===== config.mk =====
export PLATFORM = sky130hd
export DESIGN_NAME = term_select
export DESIGN_NICKNAME = d
export VERILOG_FILES = /design/src/rtl/term_pkg.sv /design/src/rtl/odt_delay_line.sv /design/src/rtl/term_select.sv
export SDC_FILE = /design/constraint.sdc
export NUM_CORES = 1
export LEC_CHECK = 0
export ABC_AREA = 1
export BUFFER_PORTS_ARGS = -buffer_cell sky130_fd_sc_hd__buf_4
export CORE_ASPECT_RATIO = 0.9
export CORE_MARGIN = 2
export CORE_UTILIZATION = 53
export CTS_CLUSTER_DIAMETER = 60
export DETAILED_ROUTE_END_ITERATION = 7
export PLACE_DENSITY_LB_ADDON = 0.05
export SYNTH_ARGS = -nofsm -noshare
export SYNTH_HDL_FRONTEND = slang
export SYNTH_SLANG_ARGS = --single-unit

===== constraint.sdc =====
create_clock -name CLK -period 4 [get_ports CLK]
set_input_delay 1.2 -clock CLK [delete_from_list [all_inputs] [get_ports CLK]]
set_output_delay 1.2 -clock CLK [all_outputs]
set_load 0.005 [all_outputs]

===== src/rtl/term_pkg.sv =====
// constants, types and latency functions for the termination selector
package term_pkg;

  // ***************************************************************
  // register map (wishbone byte addresses)
  // ***************************************************************
  localparam logic [3:0] CTRL_OFS = 4'h0;
  localparam logic [3:0] STAT_OFS = 4'h4;

  // control word fields
  localparam int unsigned CWL_LSB = 0;
  localparam int unsigned CWL_W = 5;
  localparam int unsigned AL_LSB = 5;
  localparam int unsigned AL_W = 4;
  localparam int unsigned PL_LSB = 9;
  localparam int unsigned PL_W = 3;
  localparam int unsigned PRE2_BIT = 12;
  localparam int unsigned CRC_BIT = 13;
  localparam int unsigned DLL_OFF_BIT = 14;
  localparam int unsigned WRT_LSB = 15;
  localparam int unsigned WRT_W = 3;
  localparam logic [31:0] CTRL_RST = 32'h0000_0009;
  localparam logic [31:0] CTRL_MASK = 32'h0003_ffff;

  // status word fields
  localparam int unsigned ST_TERM_LSB = 0;
  localparam int unsigned ST_ASYNC_BIT = 3;
  localparam int unsigned ST_PEND_BIT = 4;

  // ***************************************************************
  // latency figures in clock cycles
  // ***************************************************************
  localparam int unsigned LAT_W = 6;
  localparam int unsigned DLY_DEPTH = 64;
  localparam logic [5:0] PRE1_SUB = 6'h02;
  localparam logic [5:0] PRE2_SUB = 6'h03;
  localparam logic [5:0] MIN_LAT = 6'h01;
  localparam logic [5:0] CHOP_P1_NOCRC = 6'h04;
  localparam logic [5:0] CHOP_P1_CRC = 6'h07;
  localparam logic [5:0] CHOP_P2_NOCRC = 6'h05;
  localparam logic [5:0] CHOP_P2_CRC = 6'h08;
  localparam logic [5:0] FULL_P1_NOCRC = 6'h06;
  localparam logic [5:0] FULL_P1_CRC = 6'h07;
  localparam logic [5:0] FULL_P2_NOCRC = 6'h07;
  localparam logic [5:0] FULL_P2_CRC = 6'h08;

  // one-hot termination strength selection
  typedef enum logic [2:0] {
    TERM_PARK = 3'b001,
    TERM_NOM = 3'b010,
    TERM_WR = 3'b100
  } term_type;

  // write latency less the preamble allowance, never below one cycle
  function automatic logic [5:0] switch_on_lat(input logic [5:0] wl,
                                               input logic pre2);
    logic [5:0] sub;
    sub = pre2 ? PRE2_SUB : PRE1_SUB;
    if (wl <= sub + MIN_LAT) begin
      return MIN_LAT;
    end
    return wl - sub;
  endfunction

  // cycles from switch-on to switch-off of write termination
  function automatic logic [5:0] switch_off_add(input logic chop,
                                                input logic pre2,
                                                input logic crc);
    if (chop) begin
      if (pre2) begin
        return crc ? CHOP_P2_CRC : CHOP_P2_NOCRC;
      end
      return crc ? CHOP_P1_CRC : CHOP_P1_NOCRC;
    end
    if (pre2) begin
      return crc ? FULL_P2_CRC : FULL_P2_NOCRC;
    end
    return crc ? FULL_P1_CRC : FULL_P1_NOCRC;
  endfunction

endpackage


===== src/rtl/odt_delay_line.sv =====
// programmable delay of the termination control pin
`timescale 1ns/1ps
`default_nettype none

module odt_delay_line (
  input wire logic clk,
  input wire logic rst_n,
  input wire logic ce,
  input wire logic din,
  input wire logic [term_pkg::LAT_W-1:0] lat,
  output logic dout
);

  logic [term_pkg::DLY_DEPTH-1:0] shift_r;

  // one stage per cycle; stage k holds the pin sampled k+1 edges ago
  always_ff @(posedge clk or negedge rst_n) begin
    if (!rst_n) begin
      shift_r <= '0;
    end else if (ce) begin
      shift_r <= {shift_r[term_pkg::DLY_DEPTH-2:0], din};
    end
  end

  // tap lat-1 so the consumer's register lands exactly lat edges later
  assign dout = shift_r[lat - term_pkg::MIN_LAT];

endmodule // odt_delay_line

`default_nettype wire


===== src/rtl/term_select.sv =====
// termination strength selector with wishbone control registers
`timescale 1ns/1ps
`default_nettype none

module term_select (
  input wire logic CLK,
  input wire logic RST_N,
  input wire logic CE,
  input wire logic WR_CMD,
  input wire logic WR_CHOP,
  input wire logic ODT_PIN,
  input wire logic CYC_I,
  input wire logic STB_I,
  input wire logic WE_I,
  input wire logic [3:0] ADR_I,
  input wire logic [3:0] SEL_I,
  input wire logic [31:0] DAT_I,
  output logic [31:0] DAT_O,
  output logic ACK_O,
  output logic [2:0] TERM_SEL,
  output logic ASYNC_MODE
);

  // ***************************************************************
  // reset release
  // ***************************************************************
  logic rst_meta_r;
  logic rst_sync_n;

  // async assert, two-flop release so all state leaves reset together
  always_ff @(posedge CLK or negedge RST_N) begin
    if (!RST_N) begin
      rst_meta_r <= 1'b0;
      rst_sync_n <= 1'b0;
    end else begin
      rst_meta_r <= 1'b1;
      rst_sync_n <= rst_meta_r;
    end
  end

  // ***************************************************************
  // wishbone slave
  // ***************************************************************
  logic [31:0] ctrl_r;
  logic [31:0] dat_r;
  logic ack_r;
  logic req;
  logic wr_ctrl;
  logic [31:0] stat_word;
  term_pkg::term_type term_r;
  term_pkg::term_type term_nxt;
  logic pend_r;
  logic pend_nxt;

  assign req = CYC_I && STB_I;
  assign wr_ctrl = req && ack_r && WE_I && (ADR_I == term_pkg::CTRL_OFS);

  // ack one cycle after the request, dropped the cycle after
  always_ff @(posedge CLK or negedge rst_sync_n) begin
    if (!rst_sync_n) begin
      ack_r <= 1'b0;
    end else if (CE) begin
      ack_r <= req && !ack_r;
    end
  end

  // control word, byte lanes honoured; write lands on the ack edge
  always_ff @(posedge CLK or negedge rst_sync_n) begin
    if (!rst_sync_n) begin
      ctrl_r <= term_pkg::CTRL_RST;
    end else if (CE && wr_ctrl) begin
      for (int b = 0; b < 4; b++) begin
        if (SEL_I[b]) begin
          ctrl_r[b*8 +: 8] <= DAT_I[b*8 +: 8] & term_pkg::CTRL_MASK[b*8 +: 8];
        end
      end
    end
  end

  always_comb begin
    stat_word = '0;
    stat_word[term_pkg::ST_TERM_LSB +: 3] = term_r;
    stat_word[term_pkg::ST_ASYNC_BIT] = ASYNC_MODE;
    stat_word[term_pkg::ST_PEND_BIT] = pend_r;
  end

  // read data captured at request so it is steady while ack is high;
  // unmapped addresses read zero and ignore writes
  always_ff @(posedge CLK or negedge rst_sync_n) begin
    if (!rst_sync_n) begin
      dat_r <= '0;
    end else if (CE && req && !ack_r) begin
      if (ADR_I == term_pkg::CTRL_OFS) begin
        dat_r <= ctrl_r;
      end else if (ADR_I == term_pkg::STAT_OFS) begin
        dat_r <= stat_word;
      end else begin
        dat_r <= '0;
      end
    end
  end

  assign DAT_O = dat_r;
  assign ACK_O = ack_r;

  // ***************************************************************
  // configuration decode
  // ***************************************************************
  logic [5:0] wl;
  logic pre2;
  logic crc;
  logic dll_off;
  logic [2:0] wrt_field;
  logic dyn_en;
  logic [5:0] on_lat;

  // write latency = cwl + al + pl, widened before summing
  assign wl = 6'(ctrl_r[term_pkg::CWL_LSB +: term_pkg::CWL_W])
            + 6'(ctrl_r[term_pkg::AL_LSB +: term_pkg::AL_W])
            + 6'(ctrl_r[term_pkg::PL_LSB +: term_pkg::PL_W]);
  assign pre2 = ctrl_r[term_pkg::PRE2_BIT];
  assign crc = ctrl_r[term_pkg::CRC_BIT];
  assign dll_off = ctrl_r[term_pkg::DLL_OFF_BIT];
  assign wrt_field = ctrl_r[term_pkg::WRT_LSB +: term_pkg::WRT_W];
  assign dyn_en = (wrt_field[1:0] != 2'b00) && !dll_off;
  assign on_lat = term_pkg::switch_on_lat(wl, pre2);
  assign ASYNC_MODE = dll_off;

  // ***************************************************************
  // nominal request from the control pin
  // ***************************************************************
  logic odt_dly;
  logic nom_req;

  // same latency as write switch-on: cwl + al + pl less preamble
  odt_delay_line u_dly (
    .clk(CLK),
    .rst_n(rst_sync_n),
    .ce(CE),
    .din(ODT_PIN),
    .lat(on_lat),
    .dout(odt_dly)
  );

  // async mode takes the pin as sampled, no al or pl added
  assign nom_req = dll_off ? ODT_PIN : odt_dly;

  // ***************************************************************
  // write termination window
  // ***************************************************************
  logic wr_take;
  logic chop_r;
  logic [5:0] age_r;
  logic [5:0] age_nxt;
  logic [5:0] cnw_r;
  logic [5:0] cwn_r;
  logic [5:0] cnw_nxt;
  logic [5:0] cwn_nxt;

  assign wr_take = CE && WR_CMD && dyn_en;

  // a new write restarts the count; latencies frozen per write so a
  // register change mid-window cannot tear the window
  always_comb begin
    pend_nxt = pend_r;
    age_nxt = age_r;
    cnw_nxt = cnw_r;
    cwn_nxt = cwn_r;
    if (wr_take) begin
      pend_nxt = 1'b1;
      age_nxt = '0;
      cnw_nxt = on_lat;
      cwn_nxt = on_lat
        + term_pkg::switch_off_add(WR_CHOP, pre2, crc);
    end else if (pend_r) begin
      age_nxt = age_r + 6'h01;
      pend_nxt = (age_nxt != cwn_r);
    end
  end

  always_ff @(posedge CLK or negedge rst_sync_n) begin
    if (!rst_sync_n) begin
      pend_r <= 1'b0;
      age_r <= '0;
      cnw_r <= term_pkg::MIN_LAT;
      cwn_r <= term_pkg::MIN_LAT;
      chop_r <= 1'b0;
    end else if (CE) begin
      pend_r <= pend_nxt;
      age_r <= age_nxt;
      cnw_r <= cnw_nxt;
      cwn_r <= cwn_nxt;
      if (wr_take) begin
        chop_r <= WR_CHOP;
      end
    end
  end

  // ***************************************************************
  // strength selection
  // ***************************************************************
  // write strength held across back-to-back writes until the last ends
  always_comb begin
    if (pend_nxt && (term_r == term_pkg::TERM_WR || age_nxt == cnw_nxt)) begin
      term_nxt = term_pkg::TERM_WR;
    end else if (nom_req) begin
      term_nxt = term_pkg::TERM_NOM;
    end else begin
      term_nxt = term_pkg::TERM_PARK;
    end
  end

  always_ff @(posedge CLK or negedge rst_sync_n) begin
    if (!rst_sync_n) begin
      term_r <= term_pkg::TERM_PARK;
    end else if (CE) begin
      term_r <= term_nxt;
    end
  end

  assign TERM_SEL = term_r;
endmodule // term_select

`default_nettype wire


==> results of run 1 <==
metrics by stage:
stage	hold WS [ns]	cells	utilization (%)	setup slack [ns]	instance area, um^2
finish	0.348	1103	64.4	0.234	8080
global route	0.368	1103	64.4	-0.00940	8080
CTS	0.352	1100	63.4	0.00650	7950
detailed placement	0.339	1068	58.4	-0.0411	7330
global placement	0.336	1068	58.4	0.0128	7330
floorplan	0.331	880	-	0.0584	6800
state kept, by name, summed over array words and instances (netlist names):
name,cells
ACK_O,1
DAT_O,18
TERM_SEL,3
age_r,6
cnw_r,6
ctrl_r,18
cwn_r,6
pend_r,1
rst_meta_r,1
rst_sync_n,1
u_dly.shift_r,64
final timing paths:
check / startpoint / to / slack, ns / cells past startpoint
min: rst_meta_r / rst_sync_n / 0.35 / 0
max: ctrl_r[1] / cwn_r[5] / 0.23 / 23
max reg2reg: ctrl_r[1] / cwn_r[5] / 0.23 / 23
min reg2reg: rst_meta_r / rst_sync_n / 0.35 / 0
min in group asynchronous: rst_sync_n / u_dly.shift_r[19] / 0.49 / 0
max in group asynchronous: rst_sync_n / ctrl_r[3] / 2.54 / 1
worst reg2reg max path: cells and delay by family, from the launching register on:
kind          cells  cell delay (ns)
xor+xnor          1             0.14
fa+ha+maj         5             1.75
buf+inv           5             0.40
flops             1             0.34
simple gates     12             1.02
final cells by class:
type / instances / area [um^2]
well taps: 164 / 205
multi-input cells: 588 / 3070
repair buffers: 78 / 602
flip-flops and latches: 125 / 3140
inverters: 116 / 435
fillers: 1120 / 4460
clock inverters: 14 / 193
clock buffers: 18 / 429
power groups by stage:
stage	combinational [mW]	clock, mW	sequential, mW
after floorplan	0.644	0	1.57
after global placement	0.842	0	1.60
after detailed placement	0.860	0	1.61
after CTS	0.877	1.65	1.59
after global routing	1.03	1.72	1.62
final	0.896	1.62	1.59
per-layer routing:
layer	global-route usage, %	vias up
met5	0	-
met2	37.3	130
met1	35.1	2662
met3	6.94	18
met4	7.95	0
li1	-	2851
kinds of logic (layout without fill, tap and decap cells):
| logic type | after synthesis | count (layout) | synth area share [%] |
|---|---|---|---|
| AOI/OAI and AO/OA | 130 | 130 | 10.1 |
| and+or+nand+nor | 398 | 398 | 25.3 |
| buffers and inverters | 167 | 226 | 10.2 |
| DFF | 125 | 125 | 46.4 |
| xor gates and xnor gates | 19 | 19 | 2.58 |
| muxes | 3 | 3 | 0.500 |
| other | 2 | 15 | 0.111 |
| adders and majority gates | 23 | 23 | 4.82 |
timing repair:
action                     CTS  global route
setup endpoints to repair    2             4
hold buffers                 0             0
pin swaps                    1             4
resized for setup            2            23
buffers inserted             0             4
placed cells by master (no fill, tap or decap), drive strengths merged:
master / instances
ha: 18
dfrtp: 120
or2: 5
mux2: 3
o21ai: 97
buf: 78
o211ai: 8
nor4: 2
nand2: 230
dfstp: 5
nor3: 5
nor2: 40
clkinvlp: 3
xor2: 14
inv: 115
fa: 5
clkinv: 8
bufinv: 4
conb: 15
a21o: 1
nand3: 116
xnor2: 5
a21oi: 23
clkbuf: 18
o21a: 1
==> run metrics, run 1 <==
GRT Util Overall 24.9%; HP Class reg2reg; Pleak 4.07 nW; Area contributors post-synth dfrtp_1 (44%), nand2_1 (13%), nand3_1 (8.5%), o21ai_0 (6.9%), inv_1 (6.0%); fin crit share 94.2%; post-synthesis cell type count 35; Layout Area Growth over Synthesis 19.6%; met3 WL 827 um; sw frac 30.6%; Row Count 39; vias per inst 5.13; die width 123 um; setup TNS 0 ns; setup violators final 0; Final Net Count 998; number of global-route vias before repair 5624; part of the power in registers 38.7%; Chip Height 111 um; die area 13700 um^2; CTS buffer count 17; Setup crit end kind register; maximum VDD drop 0.331 mV; Slew Viols, Final 0; critical path class reg2reg; Post-Route Skew 0.00656 ns; CP most frequent cell nand2_1; initial core utilization 53.8%; fmax 0.266 GHz; CTS Root Cell clkbuf_16; sequential fraction of the synthesis area 46.4%; critical path startpoint category register; gr ovfl total 0; WL met2 7140 um; top-count cell post-synth nand2_1; synth warn 0; clock network power share 39.5%; DRC Markers 0; CORE AREA 12500 um^2; Worst Path Buf+Inv 5; Ports 86; final antenna-violating net count 0; RePlAce Congestion 0.842; switching power total 1.26 mW; DR top layer met4; predominant post-synthesis flop cell dfrtp_1; Total Power 4.11 mW; crit-path cells inv_2 -> fa_1 -> inv_1 -> ha_4 -> fa_2 -> ha_4 -> nand2_1 -> nand2_1 -> nand2_2 -> nand3_4 -> buf_4 -> nand2_4 -> inv_2 -> ha_4 -> inv_1 -> nor2_1 -> nor2_1 -> or2_1 -> nand2_1 -> nand2_1 -> xor2_1 -> nand2_1 -> nand2_1; status completed; Largest stage delay, worst path 0.58 ns; first-pass iteration count of the detailed router 4; final wirelength 15400 um; number of synthesized flops with an enable pin 0; DR vias 5661; Clock transition at path regs 0.06 ns; post-layout min period 3.77 ns; CTS tree built; Crit path max-delay family adder cells; share of the synthesized area in the top cell type 44.5%; Synth async-reset ratio 100%; PortBufs 56; crit-path max FO 7; Ant. Diodes 0; required time worst endpoint 4.31 ns; HPWL after DPL 10300 um; Slowest cell on crit path fa_2; Iteration-0 DRC Markers 399; Yosys top cell by area dfrtp_1; Int Power 2.85 mW; CTS max path bufs 2; PD cells 509 nW/um^2; CP arrival 4.08 ns; initial antenna violation count 0; number of max-cap violations 0; largest net degree at the start of global routing 76; Worst-Skew Late Latency 0.42 ns; layout cell share with drive strength beyond 1 16.6%; synthesized flop and latch total 125; Fin. Hold Viols 0; Slew @ Worst Pin 1.02 ns; Comb pwr share 21.8%; first-pass GRT wire length 26700 um; Post-Synthesis Cells 867; worst relative slew slack 31.1%; wire length per cell 14.0 um; DRT met1 WL 7210 um; synthesized cell area 6750 um^2; H-tree levels 4; clk sinks 125; Post-synth top cells nand2_1 (227), dfrtp_1 (120), nand3_1 (115); syn_area_per_cell 7.79 um^2
No activity file was read; power rests on OpenSTA's default activity.
==> inputs of run 2 (changes only) <==
Settings changed: ABC_AREA 1 to default.
==> run 2 against run 1 <==
The flow now finishes with violations (negative setup slack). Cell count decreased by 24%. Worst setup slack got worse by 0.61 ns. Power grew 0.89%. Design area is 4.6% higher.
==> run metrics, run 2 <==
Layout Area Growth over Synthesis 28.0%; setup ws final -0.381 ns; first-pass GRT wire length 24200 um; largest net degree at the start of global routing 68; R2R depth 20; placed cells 794; worst relative slew slack 43.4%; grt met1 use 30.1%; CTS buffer count 17; Setup crit end kind register; final wirelength 14700 um; CTS max path bufs 2; number of max-cap violations 0; number of synthesized flops with an enable pin 0; PD cells 490 nW/um^2; fillers 863; Largest stage delay, worst path 0.56 ns; wire length per cell 17.6 um; met3 usage 6.33%; CTS Root Cell clkbuf_16; most frequent cells in the layout dfrtp_1 (119), buf_4 (98), mux2_2 (85); die width 122 um; RePlAce Congestion 0.905; DRC Markers 0; die area 13400 um^2; initial antenna violation count 0; synth warn 0; initial core utilization 54.5%; FF/Latch Area 3140 um^2; GRT Util Overall 23.7%; maximum VDD drop 0.393 mV; crit-path cells inv_2 -> fa_1 -> inv_2 -> ha_4 -> fa_1 -> ha_4 -> nand3_4 -> o21ai_4 -> o221ai_4 -> nand2_4 -> inv_4 -> ha_4 -> buf_6 -> nor3b_4 -> buf_6 -> a221oi_4 -> a32oi_1 -> a211oi_2 -> o311ai_2 -> o221ai_1; number of flip-flops in the largest register 64; status finished, violations left; Ports 86; Post-synth top cells dfrtp_1 (120), mux2_2 (86), nand2_1 (45); busiest grt layer met2; number of global-route vias before repair 4797; Final Net Count 736; Post-Layout Cell Count 837; Total Power 4.14 mW; final antenna-violating net count 0; area of the multi-input gates 3490 um^2; PortBufs 56; Slew @ Worst Pin 0.849 ns; fmax 0.228 GHz; first-pass iteration count of the detailed router 6; setup violators final 4; required time worst endpoint 4.32 ns; gr ovfl total 0; Worst-Skew Late Latency 0.42 ns; share of the synthesized area in the top cell type 45.5%; Pleak 4.05 nW; Largest Register u_dly.shift_r; predominant post-synthesis flop cell dfrtp_1; Post-Synthesis Cells 562; sequential fraction of the synthesis area 47.5%; RSZ-0062 raised after global routing true; clk sinks 125; Synth async-reset ratio 100%; GRT met2 Usage 39.6%; layout cell share with drive strength beyond 1 42.4%; Row Count 38; Chip Height 110 um; Iteration-0 DRC Markers 349; CP most frequent cell ha_4; fin crit share 110%; Slew Viols, Final 0; pre-CTS setup slack -0.490 ns; critical path class reg2reg; syn_area_per_cell 11.8 um^2; Slowest cell on crit path fa_1; Clock transition at path regs 0.06 ns; H-tree levels 4; synthesized flop and latch total 125; Ant. Diodes 0; failing checks negative setup slack; Fin. Hold Viols 0; crit-path max FO 5; Yosys top cell by area dfrtp_1; top-count cell post-synth dfrtp_1; vias per inst 5.63; CTS tree built; post-synthesis cell type count 68; most common cell after layout, fill and taps aside dfrtp_1; post-layout min period 4.38 ns; Min-Delay Path Depth 0; synthesized cell area 6600 um^2; HPWL after DPL 10100 um; CP arrival 4.70 ns; HP Class reg2reg; CORE AREA 12100 um^2; Post-Route Skew 0.0117 ns; Area contributors post-synth dfrtp_1 (45%), mux2_2 (15%), ha_1 (3.4%), mux4_2 (3.4%), nand2_1 (2.6%); critical path startpoint category register; DR vias 4715
run 2: changes by cell type after synthesis, sizes merged, moves of 22 or more:
cell and change:
nand2 -184, nand3 -106, nor2 -22, o21ai -75
inv -88, mux2 +83
run 2: cell type report:
type	count	share of cell area, %
inverters	26	1.18
clock inverters	10	1.61
clock buffers	22	5.73
well taps	160	2.37
repair buffers	111	10.7
flip-flops and latches	125	37.1
multi-input cells	383	41.2
run 2: final timing paths:
kind | end | startpoint | slack (ns)
max | TERM_SEL[0] | ctrl_r[1] | -0.38
min | rst_sync_n | rst_meta_r | 0.35
max reg2reg | TERM_SEL[0] | ctrl_r[1] | -0.38
min reg2reg | rst_sync_n | rst_meta_r | 0.35
max in group asynchronous | u_dly.shift_r[55] | rst_sync_n | 2.80
min in group asynchronous | cwn_r[2] | rst_sync_n | 0.41
run 2: kinds of logic (layout without fill, tap and decap cells):
logic type	after synthesis	after routing	synth area share [%]
DFF	125	125	47.5
AOI/OAI and AO/OA	100	100	11.1
adders and majority gates	25	25	5.23
buffers and inverters	67	169	4.74
and+or+nand+nor	111	111	8.15
muxes	102	102	19.0
other	2	15	0.114
xor gates and xnor gates	30	30	4.21
run 2: per-layer routing:
| metal | vias up | routed length, um |
|---|---|---|
| li1 | 2211 | - |
| met1 | 2344 | 6590 |
| met2 | 137 | 7130 |
| met3 | 23 | 762 |
| met4 | 0 | 229 |
| met5 | - | 0 |
run 2: report_power, final:
part	switching, mW	internal (mW)	total, mW
sequential	0.213	1.46	1.67
clock	0.542	1.04	1.58
combinational	0.396	0.491	0.887
run 2: per-stage QoR:
stage                     instance area (um^2)  hold slack [ns]  utilization (%)  TNS, ns
after floorplan                           6770            0.331                -   -0.661
after global placement                    7480            0.338             61.7    -1.07
after detailed placement                  7480            0.337             61.7    -1.20
after CTS                                 8280            0.350             68.3    -1.01
after global routing                      8450            0.357             69.7    -1.49
final                                     8450            0.347             69.7   -0.835
run 2: repair_timing:
action | 4_1_cts | 5_1_grt
hold endpoints to repair | 0 | 0
setup buffers | 9 | 5
resized for setup | 18 | 30
cloned | 0 | 0
setup endpoints to repair | 5 | 5
pin swaps | 17 | 17
hold buffers | 0 | 0
run 2: critical path: cells and delay by family, from the launching register on:
| kind | cells | cell delay (ns) |
|---|---|---|
| compound gates | 7 | 1.22 |
| fa+ha+maj | 5 | 1.73 |
| buf+inv | 5 | 0.46 |
| flops | 1 | 0.36 |
| simple gates | 3 | 0.48 |
==> inputs of run 3 (changes only) <==
Settings changed: CELL_PAD_IN_SITES_DETAIL_PLACEMENT from default to 1, CELL_PAD_IN_SITES_GLOBAL_PLACEMENT from default to 1, CORE_UTILIZATION 53 to 42, REMOVE_ABC_BUFFERS from default to 1.
==> run 3 against run 2 <==
The flow still finishes with violations (negative setup slack). First-iteration DRC count is 35% lower. Utilization is 14 points lower. Via count is 1.3% higher. Largest cell class unchanged. Largest power group unchanged. Combinational power is 5.9% higher. Clock skew is 0.0025 ns lower. Highest routed layer unchanged. Global-route usage is 1.9 points lower.
==> run metrics, run 3 (synthesis gave the netlist of run 2 again) <==
status finished, violations left; failing checks negative setup slack; number of flip-flops in the largest register 64; CTS tree built; initial antenna violation count 0; initial core utilization 42.9%; layout cell share with drive strength beyond 1 44.6%; Slew Viols, Final 0; first-pass iteration count of the detailed router 4; fillers 1625; final antenna-violating net count 0; GRT Util Overall 21.7%; CTS Root Cell clkbuf_16; Min-Delay Endpoint rst_sync_n; maximum VDD drop 0.421 mV; clk sinks 125; most common cell after layout, fill and taps aside dfrtp_1; first-pass GRT wire length 27700 um; required time worst endpoint 4.30 ns; Hold Worst Slack 0.353 ns; setup violators final 3; wire length per cell 19.1 um; Chip Height 123 um; Worst-Skew Late Latency 0.42 ns; Setup crit end kind register; worst r2r src ctrl_r[1]; fmax 0.227 GHz; fin util 55.8%; Slowest cell on crit path fa_2; RePlAce Congestion 0.842; PD cells 499 nW/um^2; most frequent cells in the layout dfrtp_1 (119), buf_4 (116), mux2_2 (85); Largest stage delay, worst path 0.58 ns; Slew @ Worst Pin 0.651 ns; Largest Register u_dly.shift_r; area of the multi-input gates 3480 um^2; PortBufs 56; R2R depth 19; DRC Markers 0; die area 16700 um^2; Total Power 4.28 mW; largest net degree at the start of global routing 124; Row Count 43; setup slack, reg-to-reg -0.40 ns; die width 136 um; Pleak 4.12 nW; gr ovfl total 0; CORE AREA 15400 um^2; Clock transition at path regs 0.06 ns; Layout Area Growth over Synthesis 30.0%; Ports 86; vias per inst 5.36; number of global-route vias before repair 5175; HPWL after DPL 11800 um; critical path startpoint category register; CTS buffer count 17; HP Class reg2reg; crit-path cells inv_2 -> fa_1 -> inv_1 -> ha_2 -> fa_2 -> ha_4 -> o21ai_4 -> o221ai_2 -> buf_4 -> nand2_4 -> inv_4 -> ha_4 -> buf_6 -> buf_6 -> mux4_2 -> o22a_1 -> a211oi_2 -> o31ai_2 -> a32o_2; worst relative slew slack 56.6%; DR vias 4778; setup ws final -0.400 ns; Final Net Count 749; Reg2Reg Capture Point TERM_SEL[1]; final wirelength 17000 um; critical path class reg2reg; Post-Route Skew 0.00921 ns; FF/Latch Area 3140 um^2; CTS max path bufs 2; H-tree levels 4; Ant. Diodes 0; Min-Delay Path Depth 0; crit-path max FO 6; CP arrival 4.70 ns; post-layout min period 4.40 ns; Fin. Hold Viols 0; RSZ-0062 raised after global routing true; Hold Crit Start rst_meta_r; fin crit share 110%; Iteration-0 DRC Markers 228; number of max-cap violations 0
## run 3: through the flow
step,std cells,area [um^2],setup TNS (ns),setup slack (ns)
2_1_floorplan,534,6440,-2.83,-1.15
3_5_place_dp,848,7550,-2.87,-0.949
5_1_grt,892,8590,-1.69,-0.631
4_1_cts,891,8430,-0.955,-0.405
6_report,892,8590,-0.913,-0.400
3_3_place_gp,848,7550,-1.78,-0.725
## run 3: cell type report
class                      instances  share of cell area [%]
multi-input combinational        383                    40.6
sequential                       125                    36.5
timing repair buffer             124                    11.3
clock buffer                      18                    5.00
tap                              202                    2.94
clock inverter                    14                    2.43
inverter                          26                    1.19
## run 3: report_power, final
| part | total [mW] | switching, mW | internal, mW | leakage [nW] |
|---|---|---|---|---|
| registers | 1.67 | 0.212 | 1.46 | 1.65 |
| logic | 0.939 | 0.436 | 0.503 | 2.16 |
| clock network | 1.67 | 0.616 | 1.06 | 0.313 |
| total | 4.28 | 1.26 | 3.02 | 4.12 |
## run 3: routing by layer
metal  wire length (um)  GRT usage [%]  vias to the layer above
met5                  0              0                        -
met4                347           7.23                        0
met3                470           4.92                       21
met2               8650           36.6                       62
met1               7530           27.8                     2459
li1                   -              -                     2236
## run 3: timing repair
item | CTS | global route
setup buffers | 13 | 1
hold buffers | 0 | 0
endpoints found under the setup margin | 7 | 6
gates resized for setup | 39 | 30
pin swaps | 23 | 24
## run 3: worst max-delay path: cells and delay by family, from the launching register on
family / cells / cell delay (ns)
DFF: 1 / 0.35
buffers and inverters: 6 / 0.53
muxes: 1 / 0.29
AOI/OAI and AO/OA: 6 / 1.17
and+or+nand+nor: 1 / 0.08
adders and majority gates: 5 / 1.86
## run 3: worst max path at each step
stage                           from          end  slack, ns  cells past startpoint
after floorplan            ctrl_r[1]  TERM_SEL[0]      -1.15                     18
after global placement     ctrl_r[1]  TERM_SEL[1]      -0.72                     18
after detailed placement   ctrl_r[1]  TERM_SEL[1]      -0.95                     18
after CTS                 ctrl_r[10]  TERM_SEL[1]      -0.40                     19
after global routing       ctrl_r[1]  TERM_SEL[1]      -0.63                     20
final                      ctrl_r[1]  TERM_SEL[1]      -0.40                     19
